$ cat config.mk
export PLATFORM = sky130hd
export DESIGN_NAME = smc_supply_monitor_control
export DESIGN_NICKNAME = d
export VERILOG_FILES = /design/src/logic/smc_pkg.sv /design/src/logic/smc_supply_monitor_control.sv /design/src/logic/smc_sync.sv
export SDC_FILE = /design/constraint.sdc
export NUM_CORES = 1
export LEC_CHECK = 0
export ABC_AREA = 1
export BUFFER_PORTS_ARGS = -buffer_cell sky130_fd_sc_hd__buf_2
export CORE_MARGIN = 5
export CORE_UTILIZATION = 40
export CTS_BUF_LIST = sky130_fd_sc_hd__clkbuf_16
export DETAILED_ROUTE_END_ITERATION = 8
export GPL_TIMING_DRIVEN = 0
export PLACE_DENSITY = 0.65
export SYNTH_ARGS = -nofsm -noshare
export SYNTH_HDL_FRONTEND = slang
export SYNTH_HIERARCHICAL = 1
export SYNTH_SLANG_ARGS = --single-unit
$ cat constraint.sdc
create_clock -name i_mclk -period 1.8 [get_ports i_mclk]
set_clock_uncertainty 0.2 [all_clocks]
set_input_delay 0.09 -clock i_mclk [delete_from_list [all_inputs] [get_ports i_mclk]]
set_output_delay 0.09 -clock i_mclk [all_outputs]
set_load 0.01 [all_outputs]
$ cat src/logic/smc_pkg.sv
// Package holding register map, field layout and timing constants of the supply monitor control block.
package smc_pkg;
    // Register offsets in the second I/O bank.
    localparam logic [8:0] SMC_CTRL_OFFSET = 9'h1e3;
    localparam logic [8:0] SMC_STATUS_OFFSET = 9'h1e4;
    localparam logic [8:0] SMC_TRIM_OFFSET = 9'h1eb;
    // Reset values.
    localparam logic [7:0] SMC_CTRL_RESET = 8'h00;
    localparam logic [7:0] SMC_TRIM_RESET = 8'h00;
    localparam logic [1:0] SMC_STATUS_RESET = 2'h0;
    // Field positions.
    localparam int SMC_LEVEL_LSB = 4;
    localparam int SMC_TRIP_LSB = 0;
    localparam int SMC_DUTY_LSB = 6;
    localparam int SMC_LOWV_BIT = 1;
    localparam int SMC_PREC_BIT = 0;
    // Writable bit masks; all other bits are reserved and read as zero.
    localparam logic [7:0] SMC_CTRL_MASK = 8'h37;
    localparam logic [7:0] SMC_TRIM_MASK = 8'hc0;
    // Reset level codes.
    localparam logic [1:0] SMC_LEVEL_27 = 2'h0;
    localparam logic [1:0] SMC_LEVEL_30 = 2'h1;
    localparam logic [1:0] SMC_LEVEL_RSVD = 2'h2;
    localparam logic [1:0] SMC_LEVEL_NORST = 2'h3;
    // Trip select codes; 3'h4 and above are reserved.
    localparam logic [2:0] SMC_TRIP_MAX = 3'h3;
    // Duty cycle window lengths in low-speed clock periods.
    localparam logic [9:0] SMC_DUTY_P0 = 10'h080;
    localparam logic [9:0] SMC_DUTY_P1 = 10'h200;
    localparam logic [9:0] SMC_DUTY_P2 = 10'h020;
    localparam logic [9:0] SMC_DUTY_P3 = 10'h008;
    localparam int SMC_DUTY_W = 10;
    // Detector duty states, one-hot.
    typedef enum logic [1:0] {
        SMC_DET_ON = 2'b01,
        SMC_DET_OFF = 2'b10
    } smc_det_e;
endpackage

$ cat src/logic/smc_supply_monitor_control.sv
// Supply monitor control: threshold selection, comparator status and detector duty cycling.
`timescale 1ns/1ps
//
// Contract
// - Reset level bits 5:4 choose reset threshold.
// - Level 11 suppresses reset, status uses 3V.
// - Trip bits 2:0 choose low-voltage threshold.
// - Trip field also sets flash enable level.
// - Status bit 1 shows low-voltage comparator.
// - Status bit 0 shows precision reset comparator.
// - Status read-only; bits 7:2 read zero.
// - Trim bits 7:6 set detector duty periods.
// - Sleep runs detectors duty-cycled, longer latency.
module smc_supply_monitor_control
    import smc_pkg::*;
(
    input wire logic i_mclk,
    input wire logic i_reset,
    input wire logic [8:0] i_io_addr,
    input wire logic i_io_wr,
    input wire logic i_io_rd,
    input wire logic [7:0] i_io_wdata,
    input wire logic i_ext_bank_select,
    output logic [7:0] o_io_rdata,
    input wire logic i_sleep,
    input wire logic i_lowspeed_clk,
    input wire logic i_lowv_cmp,
    input wire logic i_precise_cmp,
    output logic [1:0] o_precise_reset_level,
    output logic o_precise_sel_30,
    output logic [2:0] o_lowv_trip_select,
    output logic o_lowv_trip_reserved,
    output logic o_flash_level_select_valid,
    output logic o_precise_reset,
    output logic o_detector_enable
);
    logic [7:0] ctrl;
    logic [7:0] trim;
    logic [1:0] status;
    logic [SMC_DUTY_W-1:0] duty_count;
    logic lsclk_prev;
    smc_det_e det_state;
    logic [7:0] rdata;
    logic [7:0] next_ctrl;
    logic [7:0] next_trim;
    logic [1:0] next_status;
    logic [SMC_DUTY_W-1:0] next_duty_count;
    logic next_lsclk_prev;
    smc_det_e next_det_state;
    logic [7:0] next_rdata;
    logic [2:0] sync_out;
    logic lsclk_s;
    logic lowv_s;
    logic precise_s;
    logic lsclk_rise;
    logic [SMC_DUTY_W-1:0] duty_len;
    logic [1:0] level;
    logic bank_ok;

    ////////////////////////////////////////////////////////////////////////
    // Pins and the slow clock come from outside this domain.
    // The slow clock is sampled as data; its edges arrive two cycles late, far below its period.
    smc_sync #(
        .WIDTH(3)
    ) u_sync (
        .i_mclk(i_mclk),
        .i_reset(i_reset),
        .i_async({i_lowspeed_clk, i_lowv_cmp, i_precise_cmp}),
        .o_sync(sync_out)
    );

    assign lsclk_s = sync_out[2];
    assign lowv_s = sync_out[1];
    assign precise_s = sync_out[0];
    assign lsclk_rise = lsclk_s & ~lsclk_prev;
    assign level = ctrl[SMC_LEVEL_LSB +: 2];
    // Registers respond only while the extended bank is selected.
    // bank gated decode
    assign bank_ok = i_ext_bank_select;

    ////////////////////////////////////////////////////////////////////////
    // Duty window length from the trim field.
    always_comb begin
        case (trim[SMC_DUTY_LSB +: 2])
            2'h0: duty_len = SMC_DUTY_P0;
            2'h1: duty_len = SMC_DUTY_P1;
            2'h2: duty_len = SMC_DUTY_P2;
            2'h3: duty_len = SMC_DUTY_P3;
            default: duty_len = SMC_DUTY_P0;
        endcase
    end

    ////////////////////////////////////////////////////////////////////////
    // Register writes; reserved bits are masked so they always read zero.
    always_comb begin
        next_ctrl = ctrl;
        next_trim = trim;
        if (i_io_wr && bank_ok && i_io_addr == SMC_CTRL_OFFSET) begin
            next_ctrl = i_io_wdata & SMC_CTRL_MASK;
        end
        if (i_io_wr && bank_ok && i_io_addr == SMC_TRIM_OFFSET) begin
            next_trim = i_io_wdata & SMC_TRIM_MASK;
        end
    end

    always_ff @(posedge i_mclk or posedge i_reset) begin
        if (i_reset) begin
            ctrl <= SMC_CTRL_RESET;
            trim <= SMC_TRIM_RESET;
        end else begin
            ctrl <= next_ctrl;
            trim <= next_trim;
        end
    end

    ////////////////////////////////////////////////////////////////////////
    // Detector duty cycling. Awake, the detectors stay on; asleep, they
    // alternate on and off windows, trading latency for supply current.
    always_comb begin
        next_det_state = det_state;
        next_duty_count = duty_count;
        next_lsclk_prev = lsclk_s;
        if (!i_sleep) begin
            next_det_state = SMC_DET_ON;
            next_duty_count = '0;
        end else if (lsclk_rise) begin
            // A shorter duty code written mid-window must still end the window,
            // so the compare is at-or-above rather than equal.
            if (duty_count >= duty_len - 10'h001) begin
                next_duty_count = '0;
                case (det_state)
                    SMC_DET_ON: next_det_state = SMC_DET_OFF;
                    SMC_DET_OFF: next_det_state = SMC_DET_ON;
                    default: next_det_state = SMC_DET_ON;
                endcase
            end else begin
                next_duty_count = duty_count + 10'h001;
            end
        end
    end

    always_ff @(posedge i_mclk or posedge i_reset) begin
        if (i_reset) begin
            det_state <= SMC_DET_ON;
            duty_count <= '0;
            lsclk_prev <= 1'b0;
        end else begin
            det_state <= next_det_state;
            duty_count <= next_duty_count;
            lsclk_prev <= next_lsclk_prev;
        end
    end

    ////////////////////////////////////////////////////////////////////////
    // Comparator status, sampled only while the detectors are powered.
    always_comb begin
        // Status is a pure sample with no sticky bits; software sees the level last sampled while the detectors were on.
        next_status = status;
        if (det_state == SMC_DET_ON) begin
            next_status[SMC_LOWV_BIT] = lowv_s;
            next_status[SMC_PREC_BIT] = precise_s;
        end
    end

    always_ff @(posedge i_mclk or posedge i_reset) begin
        if (i_reset) begin
            status <= SMC_STATUS_RESET;
        end else begin
            status <= next_status;
        end
    end

    ////////////////////////////////////////////////////////////////////////
    // Read data, registered; unmapped or out-of-bank reads return zero.
    always_comb begin
        next_rdata = 8'h00;
        if (i_io_rd && bank_ok) begin
            case (i_io_addr)
                SMC_CTRL_OFFSET: next_rdata = ctrl;
                SMC_STATUS_OFFSET: next_rdata = {6'h00, status};
                SMC_TRIM_OFFSET: next_rdata = trim;
                default: next_rdata = 8'h00;
            endcase
        end
    end

    always_ff @(posedge i_mclk or posedge i_reset) begin
        if (i_reset) begin
            rdata <= 8'h00;
        end else begin
            rdata <= next_rdata;
        end
    end

    assign o_io_rdata = rdata;

    ////////////////////////////////////////////////////////////////////////
    // Analog trim outputs follow the control register directly; the reset output also needs the status bit.
    // reset threshold select
    assign o_precise_reset_level = level;
    assign o_precise_sel_30 = (level == SMC_LEVEL_30) || (level == SMC_LEVEL_NORST);
    // Reserved level code behaves as the 2.7 V range; software must avoid it.
    // reset suppressed at level 11
    assign o_precise_reset = status[SMC_PREC_BIT] && (level != SMC_LEVEL_NORST);
    assign o_lowv_trip_select = ctrl[SMC_TRIP_LSB +: 3];
    assign o_lowv_trip_reserved = ctrl[SMC_TRIP_LSB +: 3] > SMC_TRIP_MAX;
    assign o_flash_level_select_valid = ~o_lowv_trip_reserved;
    // Detector power comes straight from the state register, so it cannot glitch.
    // detector power gate
    assign o_detector_enable = (det_state == SMC_DET_ON);
endmodule

$ cat src/logic/smc_sync.sv
// Two flip-flop synchroniser for a bundle of asynchronous levels.
`timescale 1ns/1ps
module smc_sync #(
    parameter int WIDTH = 1
) (
    input wire logic i_mclk,
    input wire logic i_reset,
    input wire logic [WIDTH-1:0] i_async,
    output logic [WIDTH-1:0] o_sync
);
    logic [WIDTH-1:0] stage1;
    logic [WIDTH-1:0] stage2;
    logic [WIDTH-1:0] next_stage1;
    logic [WIDTH-1:0] next_stage2;

    ////////////////////////////////////////////////////////////////////////
    // The first stage feeds only the second, so metastability cannot reach logic.
    always_comb begin
        next_stage1 = i_async;
        next_stage2 = stage1;
    end

    // Registered stages.
    always_ff @(posedge i_mclk or posedge i_reset) begin
        if (i_reset) begin
            stage1 <= '0;
            stage2 <= '0;
        end else begin
            stage1 <= next_stage1;
            stage2 <= next_stage2;
        end
    end

    assign o_sync = stage2;
endmodule

=== Word level (Yosys, flattened, before mapping) ===
Cells that the tools add are included.
Widths: inputs -> output; s select.

* Output and inout port bits: 18
* Input port bits: 26
* Register bits: 36

* Equality and inequality tests: 12
* $lt $le $gt $ge: 2
* Bitwise logic cells: 3
* Reduce and logical (&&, ||, !) cells: 8
* Add/sub/neg operators: 2
* Mux-type cells: 10

{| class="wikitable"
|+ Operators with widths
! operator !! number
|-
| $pmux 10 s4 || 1
|-
| $mux 10 || 3
|-
| $eq 9x9->1 const B || 3
|-
| $pmux 8 s3 || 1
|-
| $add 10x1->10 const B || 1
|-
| $ge 10x10->1 || 1
|-
| $sub 10x1->10 const B || 1
|-
| $mux 2 || 4
|-
| $mux 8 || 1
|-
| $eq 2x1->1 const B || 3
|-
| $eq 2x2->1 const B || 3
|-
| $logic_and 1x1->1 || 5
|-
| $ne 2x1->1 const B || 2
|-
| $gt 3x2->1 const B || 1
|-
| $logic_not 2->1 || 1
|-
| $ne 2x2->1 const B || 1
|-
| $not 1->1 || 2
|-
| $reduce_and 2->1 || 1
|-
| $and 1x1->1 || 1
|-
| $logic_or 1x1->1 || 1
|}

=== Logic depth before layout (Yosys ltp) ===
Gate-level depths: netlist of run 1.

* Word-level depth: 7
* Gate-level depth with buffers: 12
* Depth with buffers taken out: 12

=== Hierarchy ===
The synthesis of run 1 kept the hierarchy.

{| class="wikitable"
|+ Modules (own cells, without submodules)
! module !! cells each !! times used !! area each (um2)
|-
| smc_supply_monitor_control || 212 || 1 || 1655.3
|-
| smc_sync || 7 || 1 || 153.9
|}

=== Worst setup path after synthesis of run 1 ===
Ideal clock, no wire load.

* Path type: reg2reg
* From: register trim[7]
* To: register duty_count[3]
* Buffers on the path: 1
* Cell stages (with the launch flop): 12
* Path slack: -6 ps
* Clock period less this slack: 1806 ps
* Library setup time: 122 ps
* Arrival time: 1484 ps
* Cells stage by stage: dfrtp_1 > inv_1 > nand2_1 > ha_1 > nand2_1 > nor2_1 > nand2_1 > nor2_1 > nand2_1 > nand3_2 > buf_6 > a21oi_1

* Word-level cells in the longest chain between the ends: 7
* Elaborated cells on any way between the ends: 10

{| class="wikitable"
|+ Ends and longest elaborated chain
! element !! RTL line !! RTL
|-
| from (decl) || smc_supply_monitor_control.sv:38 || <nowiki>logic [7:0] trim;</nowiki>
|-
| from (signal assigned) || smc_supply_monitor_control.sv:112 || <nowiki>trim <= next_trim;</nowiki>
|-
| $eq 2x2->1 (tied with other cells) || smc_supply_monitor_control.sv:84 || <nowiki>case (trim[SMC_DUTY_LSB +: 2])</nowiki>
|-
| $pmux 10 s4 * || smc_supply_monitor_control.sv:84 ||
|-
| $sub 10x1->10 * || smc_supply_monitor_control.sv:129 || <nowiki>if (duty_count >= duty_len - 10'h001) begin</nowiki>
|-
| $ge 10x10->1 * || smc_supply_monitor_control.sv:129 ||
|-
| $mux 10 * || smc_supply_monitor_control.sv:129 ||
|-
| $mux 10 * || smc_supply_monitor_control.sv:126 || <nowiki>end else if (lsclk_rise) begin</nowiki>
|-
| $mux 10 * || smc_supply_monitor_control.sv:123 || <nowiki>if (!i_sleep) begin</nowiki>
|-
| to (signal assigned) || smc_supply_monitor_control.sv:149 || <nowiki>duty_count <= next_duty_count;</nowiki>
|-
| to (decl) || smc_supply_monitor_control.sv:40 || <nowiki>logic [SMC_DUTY_W-1:0] duty_count;</nowiki>
|}

Every way passes the cells marked *; elsewhere a longest branch is shown, timed or not. The select of a mux whose other input is x is not followed.
A chain may end at the register's enable or synchronous reset.

=== Final worst setup path of run 1 ===
* From: register trim[7]
* To: register det_state[0]

* Word-level cells in the longest chain between the ends: 6
* Elaborated cells on any way between the ends: 9

{| class="wikitable"
|+ Ends and longest elaborated chain
! element !! RTL line !! RTL
|-
| $eq 2x2->1 (tied with other cells) || smc_supply_monitor_control.sv:84 ||
|-
| $pmux 10 s4 * || smc_supply_monitor_control.sv:84 ||
|-
| $sub 10x1->10 * || smc_supply_monitor_control.sv:129 ||
|-
| $ge 10x10->1 * || smc_supply_monitor_control.sv:129 ||
|-
| $ne 2x1->1 (no line) * || n/a ||
|-
| $reduce_and 2->1 (no line) * || n/a ||
|-
| to (signal assigned) || smc_supply_monitor_control.sv:148 || <nowiki>det_state <= next_det_state;</nowiki>
|-
| to (decl) || smc_supply_monitor_control.sv:42 || <nowiki>smc_det_e det_state;</nowiki>
|}

Marked as above.

==> impl_results.md, run 1 <==
* Final ANT Viol Nets at 0
* Placed cell areas at 2079 sq um
* Number of synthesized flops with an enable pin at 0
* Critical path class: reg -> reg
* Met2 Use GR at 0.2643
* Async SR Flop Fraction at 1.000
* Final setup margin at -0.06701 ns
* Slew Viols, Final at 0
* DRC at 0
* Synth Cell Area at 1809 sq um
* Max-slew headroom at 0.5865
* Fmax at 535.6 MHz
* Synth area leaders: dfrtp_1 (47%), nand2_1 (15%), inv_1 (5.2%)
* Die W at 77.26 microns
* I/O pins at 44
* Initial Util at 0.4127
* Met3 usage at 0.03864
* Top-area cell type share of the netlist area at 0.4703
* PwrDens at 739.0 nW/um^2
* Chip height at 77.26 microns
* Worst slew pin tran at 0.6189 ns
* Dpl cells at 312
* Seq/Total Area, Yosys at 0.4848
* CTS H-tree depth at 2
* Nets at 328
* Hold Crit Class: in -> reg
* Core Box Area at 4384 sq um
* Main synth FF type: dfrtp_1
* Dpl ws at -0.2402 ns
* Worst-path clk slew at 0.05 ns
* Yosys warning total at 6
* Initial antenna violation count at 0
* Outcome: finished with violations
* Critical Path AT at 1.89 ns
* Violated checks: setup timing
* Global routing usage on met1 at 0.1790
* Busiest grt layer: met2
* Total clock sinks at 35
* Drt first pass iters at 4
* Wirelength, routed at 4.151 mm
* Post-Route Utilization at 0.5930
* Final period util at 1.037
* Design area at 2600 sq um
* Gr ovfl total at 0
* Leading area contributor after synthesis: dfrtp_1
* IO Port Bufs at 41
* Clock latency on the worst-skew pair at 0.28 ns
* Peak supply drop at 0.6333 mV
* Ant. Diodes at 0
* DP Wirelength at 2.754 mm
* CTS buffer count at 5
* Fin crit period at 1.867 ns
* Area Growth Syn to Fin at 43.71%
* Clk buf depth at 2
* Die ar. at 5968 sq um
* Setup Viol. Count Final at 11
* Synth Area per Inst at 8.261 sq um
* Share of layout cells above drive strength 1 at 0.3030
* Via count at 1652
* Count of different cell masters after synthesis at 29
* Leak pwr at 1.283 nW
* GP Congestion at 0.8020
* CTS tree: done
* Non-filler cells, final at 349
* Worst Path Max Fanout at 5
* Placement Rows at 24
* RSZ-0062 raised after global routing: yes
* Wire per inst at 11.89 microns
* Max-Cap Viols at 0
* Setup crit start kind: register
* Hold Violations, Final at 0
* CP required at 1.82 ns
* Mapped Cells at 219
* Most frequent cell after synthesis: nand2_1
* Yosys reg bits at 35
* Vias per Instance at 4.734
* Pin count of the biggest net entering global routing at 30
* CP Capture Type: register
* Commonest cells in the netlist: nand2_1 (72), dfrtp_1 (34), inv_1 (25)
* Global-route wire length before repair at 7.348 mm
* Net Count, Synth at 251
* CTS Root Cell: clkbuf_16
* DRT iter0 DRCs at 40
* Total negative slack at -0.6504 ns
* Vias in the first global route at 1628
* GRT Util Overall at 0.1522
==> per-layer routing <==
metal / share of wire / wire, microns / vias up
met4: 0.015 / 63 / 0
met3: 0.046 / 190 / 4
met1: 0.42 / 1728 / 778
met2: 0.52 / 2168 / 33
met5: 0 / 0 / -
li1: - / - / 837
==> kinds of logic (layout without fill, tap and decap cells) <==
family,after synthesis,after routing,share of synthesized area
AOI/OAI and AO/OA,16,16,0.04840
xor gates and xnor gates,4,4,0.01937
adders and majority gates,6,6,0.04149
buffers and inverters,31,109,0.07261
DFF,35,35,0.4848
other,2,2,0.004151
and+or+nand+nor,125,125,0.3292
==> layout make-up <==
type,count,area (sq um)
Fill cell,383,1784
Multi-Input combinational cell,153,893.4
Sequential cell,35,879.6
Timing Repair Buffer,70,485.5
Clock buffer,5,125.1
Inverter,26,101.3
Tap cell,52,65.06
Buffer,5,33.78
Clock inverter,3,16.27
==> placed cells by master, fill, tap and decap left out, types with 3 or more instances in the layout <==
master and instances:
nand2_2 9, inv_1 24, nand2_1 66, buf_6 3, nand3_1 17, buf_2 41
buf_4 7, nor2_1 17, a21oi_1 9, nand4_1 3, dfrtp_1 32, dlygate4sd3_1 22
xor2_1 3, clkbuf_16 5, ha_4 4
==> final timing paths <==
path	from	cells after the start	slack, ns	endpoint
worst max-delay path	trim[7]$_DFFE_PP0P_	12	-0.07	det_state[0]$_DFFE_PP1P_
worst min-delay path	i_ext_bank_select	5	0.02	o_io_rdata[6]$_DFF_PP0_
worst max register to register	trim[7]$_DFFE_PP0P_	12	-0.07	det_state[0]$_DFFE_PP1P_
worst min register to register	u_sync/next_stage2[2]$_DFF_PP0_	0	0.15	u_sync/o_sync[2]$_DFF_PP0_
max in group asynchronous	i_reset	3	0.78	trim[6]$_DFFE_PP0P_
min in group asynchronous	i_reset	3	0.09	u_sync/o_sync[1]$_DFF_PP0_
==> timing repair <==
item | in CTS | in global routing
endpoints found under the hold margin | 50 | 0
hold buffers | 23 | 0
setup endpoints to repair | 12 | 39
resized for setup | 7 | 16
cloned | 1 | 0
pin swaps | 2 | 12
setup buffers | 2 | 4
==> where the power goes <==
group	internal [mW]	switching, mW	total [mW]
Clock	0.504	0.311	0.815
Combinational	0.110	0.131	0.241
Sequential	0.836	0.0294	0.865
==> state kept, by name (all words and copies together), names as in the netlist <==
| name | cells |
|---|---|
| duty_count | 10 |
| o_io_rdata | 7 |
| ctrl | 5 |
| u_sync/next_stage2 | 3 |
| u_sync/o_sync | 3 |
| det_state | 2 |
| status | 2 |
| trim | 2 |
| lsclk_prev | 1 |
==> worst max-delay path: stages (launching register included) <==
cell and delay (ns):
dfrtp_2 0.41, inv_2 0.08, nand2_2 0.07, ha_4 0.28, nand2_4 0.05, nor2_4 0.10, nand2_1 0.05, nor2_1 0.09
nand2_1 0.09, nand3_4 0.13, buf_6 0.13, nand3_2 0.06, nand2_2 0.06
==> through the flow <==
stage          total power, mW  hold slack, ns
2_1_floorplan           0.9980         -0.3190
3_3_place_gp             1.072         -0.1848
3_5_place_dp             1.079         -0.1823
4_1_cts                  1.932        0.006789
5_1_grt                  2.016         0.04790
6_report                 1.921         0.01512
Power figures use the tool's default switching activity.
==> run 2: changes to the inputs <==
--- a/config.mk
+++ b/config.mk
@@ -11,8 +11,8 @@
 export CORE_UTILIZATION = 40
 export CTS_BUF_LIST = sky130_fd_sc_hd__clkbuf_16
 export DETAILED_ROUTE_END_ITERATION = 8
-export GPL_TIMING_DRIVEN = 0
-export PLACE_DENSITY = 0.65
+export GPL_TIMING_DRIVEN = 1
+export PLACE_DENSITY = 0.61
 export SYNTH_ARGS = -nofsm -noshare
 export SYNTH_HDL_FRONTEND = slang
 export SYNTH_HIERARCHICAL = 1
==> impl_results.md, run 2 (synthesis gave the netlist of run 1 again) <==
* Outcome: finished with violations (unchanged)
* Violated checks: setup timing (unchanged)
* Leak pwr at 1.348 nW (was 1.283 nW)
* Share of layout cells above drive strength 1 at 0.3223 (was 0.3030)
* Wire per inst at 12.26 microns (was 11.89 microns)
* Largest register FFs at 10 (unchanged)
* Setup crit start kind: register (unchanged)
* Die W at 77.26 microns (unchanged)
* Met3 usage at 0.03630 (was 0.03864)
* Clock latency on the worst-skew pair at 0.28 ns (about the same)
* Drt first pass iters at 4 (unchanged)
* IO Port Bufs at 41 (unchanged)
* DP Wirelength at 2.755 mm (was 2.754 mm)
* Vias in the first global route at 1715 (was 1628)
* Post-Route Utilization at 0.6130 (was 0.5930)
* Critical Path AT at 1.82 ns (was 1.89 ns)
* Commonest non-fill, non-tap cells in the layout: nand2_1 (65), buf_2 (41), dfrtp_1 (34) (was nand2_1 (66), buf_2 (41), dfrtp_1 (32))
* CP Capture Type: register (unchanged)
* Total power at 2.096 mW (was 1.921 mW)
* Critical path class: reg -> reg (unchanged)
* Worst Path Max Fanout at 7 (was 5)
* GRT Util Overall at 0.1557 (was 0.1522)
* Nets at 332 (was 328)
* CP required at 1.77 ns (was 1.82 ns)
* Peak supply drop at 0.8479 mV (was 0.6333 mV)
* CTS buffer count at 5 (unchanged)
* Global routing usage on met1 at 0.1844 (was 0.1790)
* Commonest non-fill, non-tap cell in the layout: nand2_1 (unchanged)
* I/O pins at 44 (unchanged)
* Via count at 1655 (was 1652)
* Area Growth Syn to Fin at 48.55% (was 43.71%)
* DRC at 0 (unchanged)
* CTS Root Cell: clkbuf_16 (unchanged)
* GP Congestion at 0.7566 (was 0.8020)
* CTS H-tree depth at 2 (unchanged)
* Initial antenna violation count at 0 (unchanged)
* Vias per Instance at 4.688 (was 4.734)
* Gr ovfl total at 0 (unchanged)
* Hold Crit Class: in -> reg (unchanged)
* Initial Util at 0.4127 (unchanged)
* Fin crit period at 1.844 ns (was 1.867 ns)
* Wirelength, routed at 4.327 mm (was 4.151 mm)
* Final setup margin at -0.04448 ns (was -0.06701 ns)
* Fmax at 542.2 MHz (was 535.6 MHz)
* Total clock sinks at 35 (unchanged)
* DRT iter0 DRCs at 59 (was 40)
* Placed cell areas at 2136 sq um (was 2079 sq um)
* PwrDens at 780.0 nW/um^2 (was 739.0 nW/um^2)
* Busiest grt layer: met2 (unchanged)
* Hold Violations, Final at 0 (unchanged)
* Die ar. at 5968 sq um (unchanged)
* Clk buf depth at 2 (unchanged)
* RSZ-0062 raised after global routing: yes (unchanged)
* CTS tree: done (unchanged)
* Largest reg by FF count: duty_count (unchanged)
* Dpl ws at -0.1548 ns (was -0.2402 ns)
* Critical Path Start: trim[7]$_DFFE_PP0P_ (unchanged)
* Pin count of the biggest net entering global routing at 30 (unchanged)
* Final ANT Viol Nets at 0 (unchanged)
* Slew Viols, Final at 0 (unchanged)
* Final period util at 1.025 (was 1.037)
* Global-route wire length before repair at 7.562 mm (was 7.348 mm)
* Worst-path clk slew at 0.06 ns (was 0.05 ns)
* HP Start: i_io_addr[3] (was i_ext_bank_select)
* Setup Viol. Count Final at 8 (was 11)
* Core Box Area at 4384 sq um (unchanged)
* Chip height at 77.26 microns (unchanged)
* Met2 Use GR at 0.2702 (was 0.2643)
* Ant. Diodes at 0 (unchanged)
* RR Startpoint: trim[7]$_DFFE_PP0P_ (unchanged)
* Placement Rows at 24 (unchanged)
* Max-Cap Viols at 0 (unchanged)
* Design area at 2688 sq um (was 2600 sq um)
run 2: changes by cell type in the layout (fill, tap and decap cells not counted), moves of 2 or more:
cell / before / now
dfrtp_1: 32 / 34
buf_4: 7 / 12
dfrtp_2: 2 / 0
buf_6: 3 / 1
dlygate4sd3_1: 22 / 24
a21oi_2: 2 / 4
clkinvlp_4: 2 / 0
a21oi_1: 9 / 7
clkbuf_1: 2 / 0
run 2: path summary, 6_finish.rpt:
check / endpoint / cells past startpoint / slack (ns)
max in group asynchronous: det_state[0]$_DFFE_PP1P_ / 4 / 0.84
min in group asynchronous: u_sync/next_stage2[0]$_DFF_PP0_ / 3 / 0.07
worst max register to register: det_state[1]$_DFFE_PP0P_ / 12 / -0.04
worst min register to register: u_sync/o_sync[2]$_DFF_PP0_ / 0 / 0.15
worst max-delay path: det_state[1]$_DFFE_PP0P_ / 12 / -0.04
worst min-delay path: trim[7]$_DFFE_PP0P_ / 5 / 0.02
run 2: stage by stage:
step / TNS (ns) / std cells / hold slack [ns]
global route: -1.142 / 353 / 0.05741
finish: -0.1202 / 353 / 0.01958
detailed placement: -0.8518 / 319 / -0.1819
CTS: -0.02823 / 353 / 0.01838
floorplan: 0 / 219 / -0.3190
global placement: -0.5496 / 319 / -0.1848
run 2: repair_timing:
item,4_1_cts,5_1_grt
hold buffers,24,1
setup buffers,1,0
pin swaps,2,4
hold endpoints to repair,50,1
setup endpoints to repair,12,13
cloned,1,0
resized for setup,6,20
run 2: layer usage:
layer / routed length [microns] / vias up / part of all wire
li1: - / 848 / -
met1: 1900 / 773 / 0.44
met2: 2197 / 32 / 0.51
met3: 192 / 2 / 0.044
met4: 37 / 0 / 0.0086
met5: 0 / - / 0
run 2: where the power goes:
part	leakage, nW	total, mW	internal, mW	switching (mW)
clock network	0.0838	0.985	0.652	0.333
registers	0.463	0.867	0.836	0.0310
logic	0.802	0.244	0.111	0.134
total	1.35	2.10	1.60	0.498
run 2: layout make-up:
type                    count  area (sq um)
multi-input cells         154         932.1
repair buffers             78         546.8
fillers                   390          1697
inverters                  26         97.59
clock inverters             3         43.79
well taps                  52         65.06
clock buffers               5         125.1
flip-flops and latches     35         877.1
run 2: worst max-delay path, stage by stage, from the launching register on:
cell and delay (ns):
dfrtp_1 0.39, inv_2 0.09, nand2_2 0.07, ha_4 0.27
nand2_4 0.05, nor2_4 0.10, nand2_1 0.05, nor2_1 0.10
nand2_2 0.12, nand3_4 0.13, nand2_2 0.06, nand2_1 0.05
nand2_1 0.04
==> run 3: changes to the inputs <==
--- a/config.mk
+++ b/config.mk
@@ -12,7 +12,7 @@
 export CTS_BUF_LIST = sky130_fd_sc_hd__clkbuf_16
 export DETAILED_ROUTE_END_ITERATION = 8
 export GPL_TIMING_DRIVEN = 1
-export PLACE_DENSITY = 0.61
+export PLACE_DENSITY = 0.59
 export SYNTH_ARGS = -nofsm -noshare
 export SYNTH_HDL_FRONTEND = slang
 export SYNTH_HIERARCHICAL = 1
==> constraint.sdc (replaced) <==
create_clock -name i_mclk -period 2.15 [get_ports i_mclk]
set_clock_uncertainty 0.2 [all_clocks]
set_input_delay 0.1075 -clock i_mclk [delete_from_list [all_inputs] [get_ports i_mclk]]
set_output_delay 0.1075 -clock i_mclk [all_outputs]
set_load 0.01 [all_outputs]
==> impl_results.md, run 3 (synthesis gave the netlist of run 1 again) <==
* Pin count of the biggest net entering global routing at 30 (unchanged)
* Commonest non-fill, non-tap cells in the layout: nand2_1 (72), buf_2 (40), dfrtp_1 (34) (was nand2_1 (65), buf_2 (41), dfrtp_1 (34))
* Placement Rows at 24 (unchanged)
* Area Growth Syn to Fin at 34.92% (was 48.55%)
* Via count at 1596 (was 1655)
* Initial Util at 0.4127 (unchanged)
* Fin crit period at 2.054 ns
* Chip height at 77.26 microns (unchanged)
* Drt first pass iters at 5 (was 4)
* Vias per Instance at 4.680 (was 4.688)
* Hold Violations, Final at 0 (unchanged)
* GP Congestion at 0.7912 (was 0.7566)
* Clock latency on the worst-skew pair at 0.28 ns (about the same)
* CTS buffer count at 5 (unchanged)
* RSZ-0062 raised after global routing: no (was yes)
* Non-filler cells, final at 341 (was 353)
* Critical path class: in -> reg (was reg -> reg)
* Setup Viol. Count Final at 0 (was 8)
* Outcome: finished clean (was finished with violations)
* CTS Root Cell: clkbuf_16 (unchanged)
* Final ANT Viol Nets at 0 (unchanged)
* Peak supply drop at 0.5068 mV (was 0.8479 mV)
* Global-route wire length before repair at 6.548 mm (was 7.562 mm)
* PwrDens at 649.1 nW/um^2 (was 780.0 nW/um^2)
* Wire per inst at 11.01 microns (was 12.26 microns)
* Largest reg by FF count: duty_count (unchanged)
* Total clock sinks at 35 (unchanged)
* Commonest non-fill, non-tap cell in the layout: nand2_1 (unchanged)
* Placed cell areas at 2083 sq um (was 2136 sq um)
* Share of layout cells above drive strength 1 at 0.2353 (was 0.3223)
* Fmax at 486.8 MHz
* Worst Path Max Fanout at 9 (was 7)
* Leak pwr at 1.274 nW (was 1.348 nW)
* CTS H-tree depth at 2 (unchanged)
* Dpl cells at 312 (was 319)
* Total power at 1.585 mW (was 2.096 mW)
* Ant. Diodes at 0 (unchanged)
* Nets at 320 (was 332)
* FILL cells at 411 (was 390)
* IO Port Bufs at 41 (unchanged)
* Vias in the first global route at 1512 (was 1715)
* Number of setup buffers added after CTS at 0 (was 1)
* Max-Cap Viols at 0 (unchanged)
* Total negative slack at 0 ns (was -0.1202 ns)
* Initial antenna violation count at 0 (unchanged)
* Core Box Area at 4384 sq um (unchanged)
* DP Wirelength at 2.681 mm (was 2.755 mm)
* Die W at 77.26 microns (unchanged)
* CP Capture Type: register (unchanged)
* Final period util at 0.9554
* Wirelength, routed at 3.754 mm (was 4.327 mm)
* Setup crit start kind: input pin (was register)
* Clk buf depth at 2 (unchanged)
* Design area at 2441 sq um (was 2688 sq um)
* Critical Path AT at 2.06 ns (was 1.82 ns)
* I/O pins at 44 (unchanged)
* Largest register FFs at 10 (unchanged)
* DRC at 0 (unchanged)
* Gr ovfl total at 0 (unchanged)
* Hold Crit Class: in -> reg (unchanged)
* CP required at 2.16 ns (was 1.77 ns)
* Worst-path clk slew at 0.05 ns (was 0.06 ns)
* Worst hold slack at 0.04751 ns (was 0.01958 ns)
* CTS tree: done (unchanged)
* Die ar. at 5968 sq um (unchanged)
* Slew Viols, Final at 0 (unchanged)
* DRT iter0 DRCs at 93 (was 59)
* GRT Util Overall at 0.1345 (was 0.1557)
-- run 3: cell types whose count changed in the layout (fill, tap and decap cells not counted), moves of 2 or more --
cell           previous run  this run
ha_1                      2         6
nand2_4                   3         1
nand3_4                   2         0
buf_4                    12         5
a21oi_1                   7        11
ha_4                      4         0
nand2_1                  65        72
dlygate4sd3_1            24        21
a21oi_2                   4         0
nand2_2                   9         4
-- run 3: where the power goes --
part           internal [mW]  total, mW  switching, mW
Sequential             0.700      0.724         0.0243
Combinational         0.0857      0.188          0.102
Clock                  0.418      0.673          0.255
-- run 3: cell type report --
class / count / area (sq um) / share of cell area
inverters: 26 / 97.59 / 0.03998
clock inverters: 3 / 12.51 / 0.005126
well taps: 52 / 65.06 / 0.02665
multi-input cells: 153 / 803.3 / 0.3291
flip-flops and latches: 35 / 877.1 / 0.3593
clock buffers: 5 / 125.1 / 0.05126
repair buffers: 67 / 460.4 / 0.1886
-- run 3: worst max-delay path, cell delays in order --
cell,delay [ns]
dlygate4sd3_1,0.53
buf_2,0.13
nor3b_4,0.26
nand2_4,0.12
nor2_8,0.15
nand2_1,0.07
a21oi_1,0.13
dlygate4sd3_1,0.55
-- run 3: what timing repair did --
action                     in CTS  in global routing
resized for setup               0                  3
hold endpoints to repair       50                  0
setup endpoints to repair       0                 11
hold buffers                   22                  0
-- run 3: stage by stage --
step	worst slack, ns	utilization
2_1_floorplan	0.3442	-
3_3_place_gp	0.2363	0.4752
3_5_place_dp	0.1806	0.4752
4_1_cts	0.06576	0.5568
5_1_grt	0.003572	0.5568
6_report	0.09581	0.5568
-- run 3: routing by layer --
metal | wire [microns] | global-route usage | part of all wire | up-vias
li1 | - | - | - | 816
met4 | 53 | 0.04124 | 0.014 | 0
met3 | 192 | 0.04918 | 0.051 | 6
met2 | 1799 | 0.2130 | 0.48 | 31
met1 | 1708 | 0.1704 | 0.45 | 743
met5 | 0 | 0 | 0 | -
-- run 3: worst paths after layout --
check	start	end	slack [ns]	depth (start not counted)
min reg2reg	u_sync/next_stage2[0]$_DFF_PP0_	u_sync/o_sync[0]$_DFF_PP0_	0.15	0
max	i_io_addr[4]	o_io_rdata[0]$_DFF_PP0_	0.1	8
min	i_ext_bank_select	o_io_rdata[4]$_DFF_PP0_	0.05	5
max in group asynchronous	i_reset	det_state[0]$_DFFE_PP1P_	1.19	4
max reg2reg	trim[7]$_DFFE_PP0P_	duty_count[2]$_DFFE_PP0P_	0.23	11
min in group asynchronous	i_reset	u_sync/next_stage2[1]$_DFF_PP0_	0.09	3
